==> config.mk <==
export PLATFORM = sky130hd
export DESIGN_NAME = btod_port
export DESIGN_NICKNAME = d
export VERILOG_FILES = /design/src/btod_pkg.sv /design/src/btod_port.sv
export VERILOG_INCLUDE_DIRS = /design/src
export SDC_FILE = /design/constraint.sdc
export NUM_CORES = 1
export LEC_CHECK = 0
export ABC_AREA = 1
export ABC_CLOCK_PERIOD_IN_PS = 3400
export BUFFER_PORTS_ARGS = -buffer_cell sky130_fd_sc_hd__buf_2
export CAP_MARGIN = 20
export CORE_AREA = 2 2 102 104
export DETAILED_ROUTE_END_ITERATION = 10
export DIE_AREA = 0 0 104 106
export PLACE_DENSITY_LB_ADDON = 0.25
export SETUP_SLACK_MARGIN = 0.15
export SYNTH_ARGS = -nofsm -noshare
export SYNTH_HDL_FRONTEND = slang
export SYNTH_SLANG_ARGS = --single-unit
==> constraint.sdc <==
create_clock -name mclk_i -period 3.4 [get_ports mclk_i]
set_input_delay 0.17 -clock mclk_i [delete_from_list [all_inputs] [get_ports mclk_i]]
set_output_delay 0.17 -clock mclk_i [all_outputs]
set_load 0.01 [all_outputs]
==> src/btod_regs.svh <==
// Offsets, field positions, reset values and timing counts of the port.
`ifndef BTOD_REGS_SVH
`define BTOD_REGS_SVH
`define BTOD_CMD_OFS 4'ha
`define BTOD_DATA_OFS 4'hb
`define BTOD_CMD_RST 8'h00
`define BTOD_CMD_FREEZE 6
`define BTOD_CMD_WRITE 5
`define BTOD_CMD_READ 4
`define BTOD_SEC_NS 1000000000
`define BTOD_CLK_NS 8
`define BTOD_SEC_CYC (`BTOD_SEC_NS / `BTOD_CLK_NS)
`endif

==> src/btod_pkg.sv <==
// Types shared by the time-of-day port.
`default_nettype none
package btod_pkg;
  typedef enum logic [3:0] {
    BTOD_SEC1 = 4'h0, BTOD_SEC10 = 4'h1, BTOD_MIN1 = 4'h2,
    BTOD_MIN10 = 4'h3, BTOD_HR1 = 4'h4, BTOD_HR10 = 4'h5,
    BTOD_WDAY = 4'h6, BTOD_DAY1 = 4'h7, BTOD_DAY10 = 4'h8,
    BTOD_MON1 = 4'h9, BTOD_MON10 = 4'ha, BTOD_YR1 = 4'hb,
    BTOD_YR10 = 4'hc
  } btod_digit_e;
  typedef logic [3:0] btod_nib_t;
endpackage
`default_nettype wire

==> src/btod_port.sv <==
// Time-of-day and calendar clock behind a command port and a data port.
// Functional notes
// RL1 - Data port carries one BCD digit in low nibble; high nibble reads zero.
// RL2 - Hours tens bit 3 picks 24-hour mode; bit 2 marks PM in 12-hour.
// RL3 - Hours tens bit 1 is zero in 12-hour, value bit in 24-hour.
// RL4 - Hours tens never exceeds 2, days tens never exceeds 3.
// RL5 - Leap flag gives February 29 days; device clears it after the 29th.
// RL6 - Writing either seconds digit loads zero regardless of data.
// RL7 - Host starts setting time by writing 40h to the command port.
// RL8 - Host per digit: select, write data, raise write, drop write.
// RL9 - Host writes zero to the command port after the last digit.
// RL10 - Read: select digit with read high, then read the data port.
// RL11 - Host writes zero to the command port after reading.
// RL12 - Freeze stops counting; keep it under one second.
// RL13 - Slow samplers should freeze during reads to avoid torn digits.
// RL14 - Host programs and masks mode, AM/PM and leap flags itself.
// RL15 - Command bit 6 freezes, bit 5 writes digit, bit 4 reads digit.
// RL16 - Command bits 3..0 select digits 0 to 12 in time order.
// RL17 - Without read or write, data port reads zero and nothing changes.
// RL18 - Reset clears the command port, counters keep running; the prescaler is held at zero while reset is high.
`timescale 1ns/1ns
`default_nettype none
`include "btod_regs.svh"
module btod_port
  import btod_pkg::*;
#(
  parameter int unsigned SEC_CYC = `BTOD_SEC_CYC
) (
  input wire logic mclk_i, // System clock, 125 MHz.
  input wire logic sys_rst_i, // Synchronous reset, active high.
  input wire logic [3:0] port_addr_i, // Port offset within the block.
  input wire logic port_wr_i, // One-cycle port write strobe.
  input wire logic port_rd_i, // One-cycle port read strobe.
  input wire logic [7:0] port_wdata_i, // Write data.
  output logic [7:0] port_rdata_o, // Read data, one cycle after strobe.
  output logic port_rvalid_o // Read data valid pulse.
);

  typedef struct packed {
    logic [7:0] cmd;
    logic [7:0] wdat;
    logic [31:0] presc;
    btod_nib_t [12:0] dig;
    logic [7:0] rdata;
    logic rvalid;
  } btod_state_s;

  btod_state_s cur_ff;
  btod_state_s nxt_st;

  // Days in a month from month digits and leap flag.
  function automatic logic [5:0] btod_mdays(input btod_nib_t m1,
                                             input btod_nib_t m10,
                                             input logic leap);
    logic [4:0] m;
    m = 5'(m10[0] ? 5'd10 + 5'(m1) : 5'(m1));
    case (m)
      5'd2: btod_mdays = leap ? 6'h29 : 6'h28; // RL5
      5'd4, 5'd6, 5'd9, 5'd11: btod_mdays = 6'h30;
      default: btod_mdays = 6'h31;
    endcase
  endfunction

  // Next state: port access, digit writes and timekeeping.
  always_comb begin
    logic tick;
    logic carry;
    logic [5:0] hr;
    logic [5:0] dy;
    logic [3:0] sel;
    tick = 1'b0;
    carry = 1'b0;
    hr = 6'h00;
    dy = 6'h00;
    sel = 4'h0;
    nxt_st = cur_ff;
    nxt_st.rvalid = 1'b0;
    // Command and data port writes.
    if (port_wr_i && port_addr_i == `BTOD_CMD_OFS) begin
      nxt_st.cmd = {1'b0, port_wdata_i[6:0]}; // RL15
    end
    if (port_wr_i && port_addr_i == `BTOD_DATA_OFS) begin
      nxt_st.wdat = {4'h0, port_wdata_i[3:0]}; // RL1
    end
    // Digit select comes from the stored command byte.
    sel = cur_ff.cmd[3:0];
    // Reads present the selected digit only while read is high.
    if (port_rd_i) begin
      nxt_st.rvalid = 1'b1;
      nxt_st.rdata = 8'h00; // RL17
      if (port_addr_i == `BTOD_DATA_OFS && cur_ff.cmd[`BTOD_CMD_READ] &&
          sel <= 4'hc) begin
        nxt_st.rdata = {4'h0, cur_ff.dig[sel]}; // RL1 RL10 RL16
      end
    end
    // Holding freeze past one second loses time; nothing flags it.
    // Seconds prescaler, halted while frozen.
    if (!cur_ff.cmd[`BTOD_CMD_FREEZE]) begin // RL12
      if (cur_ff.presc >= SEC_CYC - 1) begin
        nxt_st.presc = 32'h0;
        tick = 1'b1;
      end else begin
        nxt_st.presc = cur_ff.presc + 32'h1;
      end
    end
    if (tick) begin
      carry = 1'b1;
      // Seconds and minutes cascade.
      for (int i = 0; i < 4; i = i + 2) begin
        if (carry) begin
          carry = 1'b0;
          if (cur_ff.dig[i] == 4'h9) begin
            nxt_st.dig[i] = 4'h0;
            if (cur_ff.dig[i+1] == 4'h5) begin
              nxt_st.dig[i+1] = 4'h0;
              carry = 1'b1;
            end else begin
              nxt_st.dig[i+1] = cur_ff.dig[i+1] + 4'h1;
            end
          end else begin
            nxt_st.dig[i] = cur_ff.dig[i] + 4'h1;
          end
        end
      end
      // Hours in 12 or 24 hour form.
      if (carry) begin
        carry = 1'b0;
        hr = {cur_ff.dig[BTOD_HR10][1:0], cur_ff.dig[BTOD_HR1]};
        // Bit 3 of the hours tens digit picks 24-hour counting.
        if (cur_ff.dig[BTOD_HR10][3]) begin // RL2
          if (hr == 6'h23) begin
            hr = 6'h00;
            carry = 1'b1;
          end else if (hr[3:0] == 4'h9) begin
            hr = {hr[5:4] + 2'h1, 4'h0};
          end else begin
            hr = {hr[5:4], hr[3:0] + 4'h1};
          end
          nxt_st.dig[BTOD_HR10] = {2'b10, hr[5:4]}; // RL3 RL4
        end else begin
          if (hr == 6'h12) begin
            hr = 6'h01;
          end else if (hr == 6'h09) begin
            hr = 6'h10;
          end else begin
            hr = {hr[5:4], hr[3:0] + 4'h1};
          end
          // The PM flag flips on 11 to 12; the day moves on PM to AM only.
          nxt_st.dig[BTOD_HR10][2] = cur_ff.dig[BTOD_HR10][2];
          if (hr == 6'h12) begin
            nxt_st.dig[BTOD_HR10][2] = ~cur_ff.dig[BTOD_HR10][2]; // RL2
            carry = cur_ff.dig[BTOD_HR10][2];
          end
          nxt_st.dig[BTOD_HR10][3] = 1'b0;
          nxt_st.dig[BTOD_HR10][1:0] = {1'b0, hr[4]}; // RL3
        end
        nxt_st.dig[BTOD_HR1] = hr[3:0];
      end
      // Day of week, day of month, month, year.
      if (carry) begin
        nxt_st.dig[BTOD_WDAY] = cur_ff.dig[BTOD_WDAY] == 4'h6 ? 4'h0 :
                                cur_ff.dig[BTOD_WDAY] + 4'h1;
        dy = {cur_ff.dig[BTOD_DAY10][1:0], cur_ff.dig[BTOD_DAY1]};
        if (dy == btod_mdays(cur_ff.dig[BTOD_MON1], cur_ff.dig[BTOD_MON10],
                             cur_ff.dig[BTOD_DAY10][2])) begin
          nxt_st.dig[BTOD_DAY1] = 4'h1;
          nxt_st.dig[BTOD_DAY10] = {1'b0, cur_ff.dig[BTOD_DAY10][2], 2'b00};
          // Leaving February 29 drops the leap flag; the host sets it again.
          if (dy == 6'h29) begin
            nxt_st.dig[BTOD_DAY10][2] = 1'b0; // RL5
          end
          if (cur_ff.dig[BTOD_MON10][0] && cur_ff.dig[BTOD_MON1] == 4'h2)
          begin
            nxt_st.dig[BTOD_MON1] = 4'h1;
            nxt_st.dig[BTOD_MON10] = 4'h0;
            if (cur_ff.dig[BTOD_YR1] == 4'h9) begin
              nxt_st.dig[BTOD_YR1] = 4'h0;
              nxt_st.dig[BTOD_YR10] = cur_ff.dig[BTOD_YR10] == 4'h9 ? 4'h0 :
                                      cur_ff.dig[BTOD_YR10] + 4'h1;
            end else begin
              nxt_st.dig[BTOD_YR1] = cur_ff.dig[BTOD_YR1] + 4'h1;
            end
          end else if (cur_ff.dig[BTOD_MON1] == 4'h9) begin
            nxt_st.dig[BTOD_MON1] = 4'h0;
            nxt_st.dig[BTOD_MON10] = 4'h1;
          end else begin
            nxt_st.dig[BTOD_MON1] = cur_ff.dig[BTOD_MON1] + 4'h1;
          end
        end else if (dy[3:0] == 4'h9) begin
          nxt_st.dig[BTOD_DAY1] = 4'h0;
          nxt_st.dig[BTOD_DAY10][1:0] = dy[5:4] + 2'h1; // RL4
        end else begin
          nxt_st.dig[BTOD_DAY1] = dy[3:0] + 4'h1;
        end
      end
    end
    // Host digit write wins over the count on the same cycle.
    if (cur_ff.cmd[`BTOD_CMD_WRITE] && sel <= 4'hc) begin // RL15
      case (sel)
        4'h0, 4'h1: nxt_st.dig[sel] = 4'h0; // RL6
        default: nxt_st.dig[sel] = cur_ff.wdat[3:0]; // RL16
      endcase
    end
    // Reset clears the command, read data, valid and prescaler only, so the digits and the write data keep their values.
    if (sys_rst_i) begin
      nxt_st.cmd = `BTOD_CMD_RST; // RL18
      nxt_st.rdata = 8'h00;
      nxt_st.rvalid = 1'b0;
      nxt_st.presc = 32'h0;
    end
  end

  // State register; time digits survive reset like a backed-up clock.
  always_ff @(posedge mclk_i) begin
    cur_ff <= nxt_st;
  end

  // Outputs come straight from the state register.
  assign port_rdata_o = cur_ff.rdata;
  assign port_rvalid_o = cur_ff.rvalid;

endmodule
`default_nettype wire

Word level (Yosys, flattened, before mapping)
Cells that the tools add are included.
- flip-flop bits (word level): 100
- latch bits: 0
- RAM bits: 0
- ROM bits: 0
- output and inout bits: 9
- logic and storage cells: 136
- memories: 0
- add/subtract/negate cells: 14
- multiply operators: 0
- divide/modulo/power cells: 0
- magnitude comparators: 4
- equality and inequality tests: 25
- shift-type cells: 0
- muxes and demuxes: 62
- bitwise gates (word level): 3
- reductions and logical operators: 10
- operators with widths (kind ; count):
    $mux 52 ; 3
    $mux 4 ; 18
    $mux 6 ; 10
    $and 52x52->52 ; 1
    $bwmux 52 ; 1
    $not 52->52 ; 1
    $add 4x1->4 const B ; 10
    $eq 4x4->1 const B ; 9
    $add 32x1->32 const B ; 1
    $ge 32x27->1 const B ; 1
    $mux 32 ; 1
    $mux 8 ; 4
    $mux 28 ; 1
    $mux 1 ; 18
    $mux 18 ; 1
    $bmux 4 s4 ; 1
    $demux 4 s4 ; 1
    $eq 4x3->1 const B ; 3
    $eq 6x5->1 const B ; 2
    $eq 6x6->1 const B ; 2
    $eq 5x3->1 const B ; 2
    $eq 5x4->1 const B ; 2
    $pmux 5 s2 ; 1
    $logic_and 1x1->1 ; 7
    16 further kinds ; 17

Depth between registers and ports, before layout
Gate-level depths: netlist of run 1.
- word-level depth: 22
- gate-level depth with buffers: 20

Least setup slack after synthesis of run 1
No wires, ideal clock.
- path kind: register to register
- start point: register cur_ff[26] (netlist name)
- end point: register cur_ff[53] (netlist name)
- library setup time: 0.109 ns
- arrival: 2.361 ns
- slack: 0.930 ns
- cell stages (with the launch flop): 20
- cell sequence: dfxtp_1 > inv_1 > ha_1 > nand3_1 > inv_1 > nand2_1 > nand2_1 > nor4_1 > and3_1 > ha_1 > nor2_1 > nor2_1 > nand3_2 > inv_2 > buf_2 > nand3_1 > nand2_1 > nand3_1 > nand2_1 > inv_1
- RTL lines (what ; RTL line ; source):
    from (decl) ; btod_port.sv:48 ; btod_state_s cur_ff;
    from (signal assigned) ; btod_port.sv:215 ; cur_ff <= nxt_st;

==> flow_summary.ini, run 1 <==
[placement]
dpl.cell_count = 1027
dpl.hpwl_um = 11680
io_buffer_count = 19
placed_area_um2 = 6090
gp_congestion = 0.9253

[finish]
stdcell_count = 1046
nNetsFinal = 933
final.fill_count = 935
syn_to_final_growth_pct = 7.027
final_area_um2 = 6384
num_antenna_cells = 0
drive_gt1_share_pct = 8.681

[drt]
drc = 0
viasPerCell = 5.650
antenna_left = 0
drt-wirelength-per-cell_um = 14.52
wl_um = 15190
vias = 5910
first_pass_iters = 5
drt_iter0_drc = 502

[synthesis]
ys_seq_area_share_pct = 34.40
synth_edf_count = 5
yosys.area.top_type_share_pct = 31.89
syn_inst = 893
ys_ff_latch = 100
synth_top_area_cell = dfxtp_1
synth_warnings = 0
synth_cell_types = 50
synthMuxAreaShare_pct = 0
syn_area_um2 = 5964
ys_async_sr_fraction_pct = 0
avgSynthCellArea_um2 = 6.679
synth_top_family_by_area = simple AND/OR/NAND/NOR gates
synth_flop_cell = dfxtp_1
synthAdderAreaFrac_pct = 2.517
yosys.area_share.simple_pct = 34.45
ys_top_cells_by_area = dfxtp_1 32%, nand2_1 12%, inv_1 7.7%
synth-xor-area-share_pct = 2.203
synth-compound-area-share_pct = 15.31

[grt]
track_usage_pct = 27.67
grt_pass1_vias = 5481
grt_pass1_wl_um = 25120
grt_overflow = 0
grt_max_degree = 21
antenna_found_initial = 0

[floorplanning]
rows = 37
dieArea_um2 = 11020
dieWidth_um = 104
die_y_um = 106
core-area_um2 = 10000
io_pins = 25
start_util_pct = 59.65

[sta]
hold_viol_final = 0
tns_ns = 0
finalSetupViolations = 0
tightest_slew_ns = 0.5353
fmax_mhz = 332.1
finalCritPeriodShare_pct = 88.57
finClkSkew_ns = 0.01880
rsz0062_at_grt = false
post-route-min-period_ns = 3.011
whs_ns = 0.01005
relSlewSlack_pct = 64.18
drv_slew = 0

[clock_tree]
cts.htree.levels = 3
cts.sinks = 100
cts_buffer_depth = 2
clk_pin_slew_ns = 0.11
cts-root-buf = clkbuf_8
cts_buffers = 9
cts_tree = yes
clock_latency_ns = 0.38

[power]
peakVddDrop_uv = 316.6
p_per_area_nw_per_um2 = 353.9
leakage_nw = 2.793

[setup_path]
crit_type = reg -> reg
start_kind = flip-flop
cp.arrival_ns = 3.27
critPathMaxFanout = 11
end_kind = flip-flop
crit_required_ns = 3.66
r2r_slack_ns = 0.39

[status]
status = finished clean

[flow_run]
maxCapViolations = 0

[hold_path]
hp-class = in -> reg
power breakdown:
| part | internal, mW | switching, mW | total (mW) |
|---|---|---|---|
| logic | 0.0569 | 0.104 | 0.161 |
| registers | 1.21 | 0.0238 | 1.23 |
| clock network | 0.436 | 0.432 | 0.867 |
| total | 1.70 | 0.559 | 2.26 |
worst max-delay path, cell delays in order (launching register included):
cell and delay, ns:
dfxtp_1 0.41, inv_1 0.08, ha_1 0.18, nand3_1 0.16
inv_1 0.08, nand2_1 0.12, nand2_1 0.09, nor4_1 0.32
and3_1 0.22, ha_1 0.15, nor2_1 0.06, nor2_2 0.20
nand3_4 0.20, inv_4 0.19, nand2_2 0.12, nor2_2 0.13
nor2_1 0.08, nand2_1 0.06, nand2_1 0.05
cells in the final DEF (no fill, tap or decap), types with 7 or more instances in the layout:
cell	n
dfxtp_1	95
nor2_2	9
inv_2	8
xor2_1	13
o211ai_1	8
nand2_1	197
inv_1	123
o22ai_1	21
nand4_1	21
nor2_1	110
ha_1	12
o21ai_0	58
a211oi_1	8
nor3_1	21
o21ai_1	7
buf_2	19
clkbuf_8	11
nand3_1	63
a21oi_1	31
routing by layer:
layer	track usage [%]	vias up	routed length [µm]
met1	35.47	2724	6738
li1	-	2945	-
met3	3.985	23	997
met2	47.79	218	7186
met4	9.749	0	270
met5	0	-	0
final timing paths:
path / startpoint / endpoint / cells after the start
max: cur_ff[26] / cur_ff[52] / 18
min: port_wdata_i[2] / cur_ff[95] / 1
max reg2reg: cur_ff[26] / cur_ff[52] / 18
min reg2reg: cur_ff[90] / cur_ff[90] / 2
cells in the mapped netlist (3+ instances only):
master	number
ha_1	12
o21a_1	3
o211ai_1	8
nor3_1	21
o21ai_0	58
a211oi_1	8
o221ai_1	3
nand2_2	6
a21oi_1	31
nand3b_1	6
buf_4	8
edfxtp_1	5
nor3_2	3
o22ai_1	21
nor2_1	111
nand2_1	197
nor3b_1	4
xor2_1	13
clkbuf_1	9
a22oi_1	5
nor2_2	8
o21ai_1	7
nand3_2	3
dfxtp_1	95
nand3_1	63
nand4_1	21
buf_2	4
inv_1	123
inv_2	9
buf_6	4
final cells by class:
type / count / area [µm²] / area share, %
clock buffer: 12 / 176.4 / 2.764
clock inverter: 4 / 58.81 / 0.9212
inverter: 133 / 503.0 / 7.879
multi-input combinational: 638 / 3281 / 51.39
sequential: 100 / 2052 / 32.14
tap: 136 / 170.2 / 2.666
timing repair buffer: 23 / 142.6 / 2.234
state kept, by name, indices dropped and copies added (netlist names):
register,count
cur_ff,95
port_rdata_o,4
port_rvalid_o,1
logic make-up (layout without fill, tap and decap cells):
group / Yosys count / in the layout
compound gates: 154 / 154
xor+xnor: 15 / 15
fa+ha+maj: 12 / 12
buf+inv: 158 / 172
flops: 100 / 100
other cells: 1 / 4
simple gates: 453 / 453
through the flow:
stage,util [%],power (mW),setup WS (ns)
floorplan,-,1.366,0.9301
global placement,60.90,1.407,0.4514
detailed placement,60.90,1.412,0.3210
CTS,63.45,2.261,0.3040
global route,63.84,2.336,0.1589
finish,63.84,2.259,0.3885
repair_timing:
item / 4_1_cts / 5_1_grt
hold endpoints to repair: 2 / 0
hold buffers: 2 / 0
endpoints found under the setup margin: 0 / 15
buffers inserted: 0 / 1
resized for setup: 0 / 4
(Power assumes the default switching activity.)
==> run 2: changes to the inputs <==
--- a/config.mk
+++ b/config.mk
@@ -13,6 +13,7 @@
 export CORE_AREA = 2 2 102 104
 export DETAILED_ROUTE_END_ITERATION = 10
 export DIE_AREA = 0 0 104 106
+export MAX_ROUTING_LAYER = met4
 export PLACE_DENSITY_LB_ADDON = 0.25
 export SETUP_SLACK_MARGIN = 0.15
 export SYNTH_ARGS = -nofsm -noshare
==> flow_summary.ini, run 2 (synthesized netlist as in run 1, its figures left out) <==
[status]
status = finished clean

[grt]
antenna_found_initial = 0
grt_pass1_vias = 5598
grt_max_degree = 21
grt_overflow = 0
grt_pass1_wl_um = 25790
track_usage_pct = 29.41

[finish]
drive_gt1_share_pct = 8.361
final_util_pct = 63.38
nNetsFinal = 932
stdcell_count = 1045
final_common_cell = nand2_1
final_cell_mix = 197 x nand2_1, 123 x inv_1, 111 x nor2_1, 95 x dfxtp_1, 63 x nand3_1
syn_to_final_growth_pct = 6.251
num_antenna_cells = 0
top_register = cur_ff
largest_reg_flops = 95
final_area_um2 = 6337

[drt]
viasPerCell = 5.657
drt_iter0_drc = 405
drt-wirelength-per-cell_um = 14.63
first_pass_iters = 6
drc = 0
antenna_left = 0
wl_um = 15290
vias = 5912

[hold_path]
min_to = cur_ff[96]
worstHoldStart = port_wdata_i[3]
hold_depth = 1
hp-class = in -> reg

[setup_path]
critPathMaxFanout = 10
crit_type = reg -> reg
r2r-start = cur_ff[26]
start_kind = flip-flop
end_kind = flip-flop
crit_required_ns = 3.67
cp.arrival_ns = 3.27
r2r_end = cur_ff[55]
r2r_slack_ns = 0.40
r2r_cells = 16

[sta]
tns_ns = 0
hold_viol_final = 0
post-route-min-period_ns = 3.001
relSlewSlack_pct = 58.77
fmax_mhz = 333.2
whs_ns = 0.01749
drv_slew = 0
finalCritPeriodShare_pct = 88.28
rsz0062_at_grt = false
finalSetupViolations = 0
final.setup.worst_slack_ns = 0.3985
tightest_slew_ns = 0.6162
finClkSkew_ns = 0.01581

[power]
sequentialPowerShare_pct = 55.2
leakage_nw = 2.776
clkPwrFrac_pct = 37.8
p_comb_share_pct = 7.0
power_mw = 2.230
swShare_pct = 25.55
p_int_mw = 1.660
p_per_area_nw_per_um2 = 351.9
peakVddDrop_uv = 241.9
power.switching_mw = 0.5698

[placement]
io_buffer_count = 19
gp_congestion = 0.9175
dpl.hpwl_um = 11700
dp_worst_setup_slack_ns = 0.4534
placed_area_um2 = 6090
dpl.cell_count = 1027

[floorplanning]
core-area_um2 = 10000
dieArea_um2 = 11020
start_util_pct = 59.65
io_pins = 25
rows = 37
die_y_um = 106
dieWidth_um = 104

[clock_tree]
cts.sinks = 100
cts_tree = yes
clk_pin_slew_ns = 0.11
cts_buffer_depth = 2
clock_latency_ns = 0.38
cts_setup_buffers = 0
cts_buffers = 9
cts-root-buf = clkbuf_8
cts.htree.levels = 3

[flow_run]
maxCapViolations = 0
==> run 2: cell types whose count changed in the layout (fill, tap and decap cells not counted) <==
cell      before  now
buf_12         1    0
clkbuf_1       0    1
clkbuf_8      11    9
clkinv_4       0    1
inv_4          1    2
inv_6          2    1
nor2_1       110  111
nor2_2         9    8
nor3_2         2    3
nor3_4         1    0
==> run 2: worst max-delay path by stage <==
stage          startpoint    endpoint  slack [ns]  cells after the start
2_1_floorplan  cur_ff[26]  cur_ff[53]        0.93                     19
3_3_place_gp   cur_ff[26]  cur_ff[52]        0.49                     18
3_5_place_dp   cur_ff[26]  cur_ff[52]        0.45                     18
4_1_cts        cur_ff[26]  cur_ff[52]        0.38                     18
5_1_grt        cur_ff[26]  cur_ff[52]        0.17                     18
6_report       cur_ff[26]  cur_ff[55]        0.40                     16
==> run 2: area by class of cell <==
type                    instances  area (µm²)
well taps                     136       170.2
repair buffers                 22       122.6
multi-input cells             638        3272
clock buffers                  11       152.6
clock inverters                 5       65.06
fillers                       937        3662
inverters                     133       503.0
flip-flops and latches        100        2052
==> run 2: worst max-delay path, stage by stage, from the launching register on <==
cell	delay, ns
dfxtp_1	0.42
inv_1	0.10
ha_1	0.18
nand3_1	0.15
inv_1	0.08
nand2_1	0.11
nand2_1	0.08
nor4_1	0.23
and3_1	0.21
ha_1	0.17
nor2_1	0.06
nor2_1	0.22
nand3_4	0.20
nor3_2	0.40
nand4_1	0.13
nand3_1	0.10
nand2_1	0.06
==> run 2: layer usage <==
| metal | up-vias | share of wire (%) | global-route usage [%] |
|---|---|---|---|
| li1 | 2949 | - | - |
| met1 | 2718 | 44 | 37.68 |
| met2 | 216 | 47 | 48.45 |
| met3 | 29 | 6.7 | 4.108 |
| met4 | 0 | 2.0 | 9.363 |
| met5 | - | 0 | - |
==> run 2: what timing repair did <==
action	in CTS	in global routing
hold buffers	2	0
endpoints found under the setup margin	0	9
gates resized for setup	0	2
hold endpoints to repair	2	0
==> run 2: power by group through the flow <==
stage | clock network, mW | logic [mW] | registers (mW)
after floorplan | 0 | 0.114 | 1.25
after global placement | 0 | 0.146 | 1.26
after detailed placement | 0 | 0.150 | 1.26
after CTS | 0.852 | 0.154 | 1.23
after global routing | 0.907 | 0.177 | 1.23
final | 0.843 | 0.156 | 1.23
==> run 3: changes to the inputs <==
--- a/config.mk
+++ b/config.mk
@@ -8,7 +8,7 @@
 export LEC_CHECK = 0
 export ABC_AREA = 1
 export ABC_CLOCK_PERIOD_IN_PS = 3400
-export BUFFER_PORTS_ARGS = -buffer_cell sky130_fd_sc_hd__buf_2
+export BUFFER_PORTS_ARGS = -buffer_cell sky130_fd_sc_hd__buf_4
 export CAP_MARGIN = 20
 export CORE_AREA = 2 2 102 104
 export DETAILED_ROUTE_END_ITERATION = 10
==> flow_summary.ini, run 3 (synthesized netlist as in run 1, its figures left out) <==
[grt]
antenna_found_initial = 0
track_usage_pct = 29.02
grt_pass1_wl_um = 25670
grt_overflow = 0
grt_pass1_vias = 5603
grt_max_degree = 21

[placement]
gp_congestion = 0.9511
dpl.hpwl_um = 11700
dpl.cell_count = 1027
dp_worst_setup_slack_ns = 0.3820
io_buffer_count = 19

[sta]
hold_viol_final = 0
rsz0062_at_grt = false
drv_slew = 0
tns_ns = 0
final.setup.worst_slack_ns = 0.4422
finalSetupViolations = 0
tightest_slew_ns = 0.5880
finClkSkew_ns = 0.01398
fmax_mhz = 338.1
relSlewSlack_pct = 60.66
post-route-min-period_ns = 2.958
finalCritPeriodShare_pct = 87.00

[clock_tree]
clock_latency_ns = 0.37
cts_tree = yes
clk_pin_slew_ns = 0.11
hold_buffers = 0
cts.htree.levels = 3
cts_buffers = 9
cts.sinks = 100
cts-root-buf = clkbuf_8
cts_buffer_depth = 2
cts_setup_buffers = 0

[power]
leakage_nw = 2.777
p_per_area_nw_per_um2 = 354.5
peakVddDrop_uv = 247.4
power_mw = 2.261

[floorplanning]
io_pins = 25
die_y_um = 106
rows = 37
start_util_pct = 59.65
core-area_um2 = 10000
dieWidth_um = 104
dieArea_um2 = 11020

[setup_path]
crit_type = reg -> reg
critPathMaxFanout = 11
start_kind = flip-flop
crit_required_ns = 3.66
r2r_slack_ns = 0.44
cp.arrival_ns = 3.22
end_kind = flip-flop

[drt]
vias = 5956
drt-wirelength-per-cell_um = 14.80
first_pass_iters = 5
drt_iter0_drc = 485
drc = 0
antenna_left = 0
wl_um = 15440
viasPerCell = 5.710

[finish]
largest_reg_flops = 95
num_antenna_cells = 0
drive_gt1_share_pct = 8.490
top_register = cur_ff
syn_to_final_growth_pct = 6.965
final_common_cell = nand2_1
final_cell_mix = 197 x nand2_1, 123 x inv_1, 110 x nor2_1, 95 x dfxtp_1, 63 x nand3_1
nNetsFinal = 930
final_util_pct = 63.80
stdcell_count = 1043

[status]
status = finished clean

[hold_path]
hp-class = in -> reg

[flow_run]
maxCapViolations = 0
[run 3: final timing paths]
| kind | startpoint | to | cells after the start |
|---|---|---|---|
| worst max-delay path | cur_ff[26] | cur_ff[52] | 18 |
| worst min-delay path | port_wdata_i[3] | cur_ff[96] | 1 |
| worst max register to register | cur_ff[26] | cur_ff[52] | 18 |
| worst min register to register | cur_ff[90] | cur_ff[90] | 2 |
[run 3: where the power goes]
part | internal [mW] | switching [mW] | total [mW]
logic | 0.0601 | 0.0989 | 0.159
registers | 1.21 | 0.0240 | 1.23
clock network | 0.425 | 0.446 | 0.871
total | 1.69 | 0.569 | 2.26
[run 3: critical path: stages, from the launching register on]
cell	delay [ns]
dfxtp_1	0.42
inv_1	0.08
ha_1	0.18
nand3_1	0.16
inv_1	0.08
nand2_1	0.11
nand2_1	0.08
nor4_1	0.25
and3_1	0.21
ha_1	0.14
nor2_1	0.06
nor2_2	0.20
nand3_4	0.20
inv_4	0.20
nand2_2	0.13
nor2_2	0.14
nor2_1	0.08
nand2_1	0.07
nand2_1	0.05
[run 3: final cells by class]
cell class	count	area, µm²
fillers	966	3620
clock inverters	6	96.34
flip-flops and latches	100	2052
repair buffers	20	150.1
inverters	133	503.0
well taps	136	170.2
clock buffers	10	127.6
multi-input cells	638	3281
[run 3: what timing repair did]
action | 4_1_cts | 5_1_grt
endpoints found under the setup margin | 0 | 14
resized for setup | 0 | 4
hold endpoints to repair | 0 | 0
[run 3: layer usage]
layer  global-route usage [%]  share of wire [%]  vias up
li1                         -                  -     2950
met1                    38.21                 45     2737
met2                    45.63                 46      226
met3                    2.882                5.8       43
met4                    13.03                3.4        0
met5                        -                  0        -
[run 3: stage by stage]
step           area [µm²]  hold slack, ns
2_1_floorplan        5976          0.2689
3_3_place_gp         6137          0.3756
3_5_place_dp         6137          0.3779
4_1_cts              6361        0.005841
5_1_grt              6380        0.001044
6_report             6380         0.01061
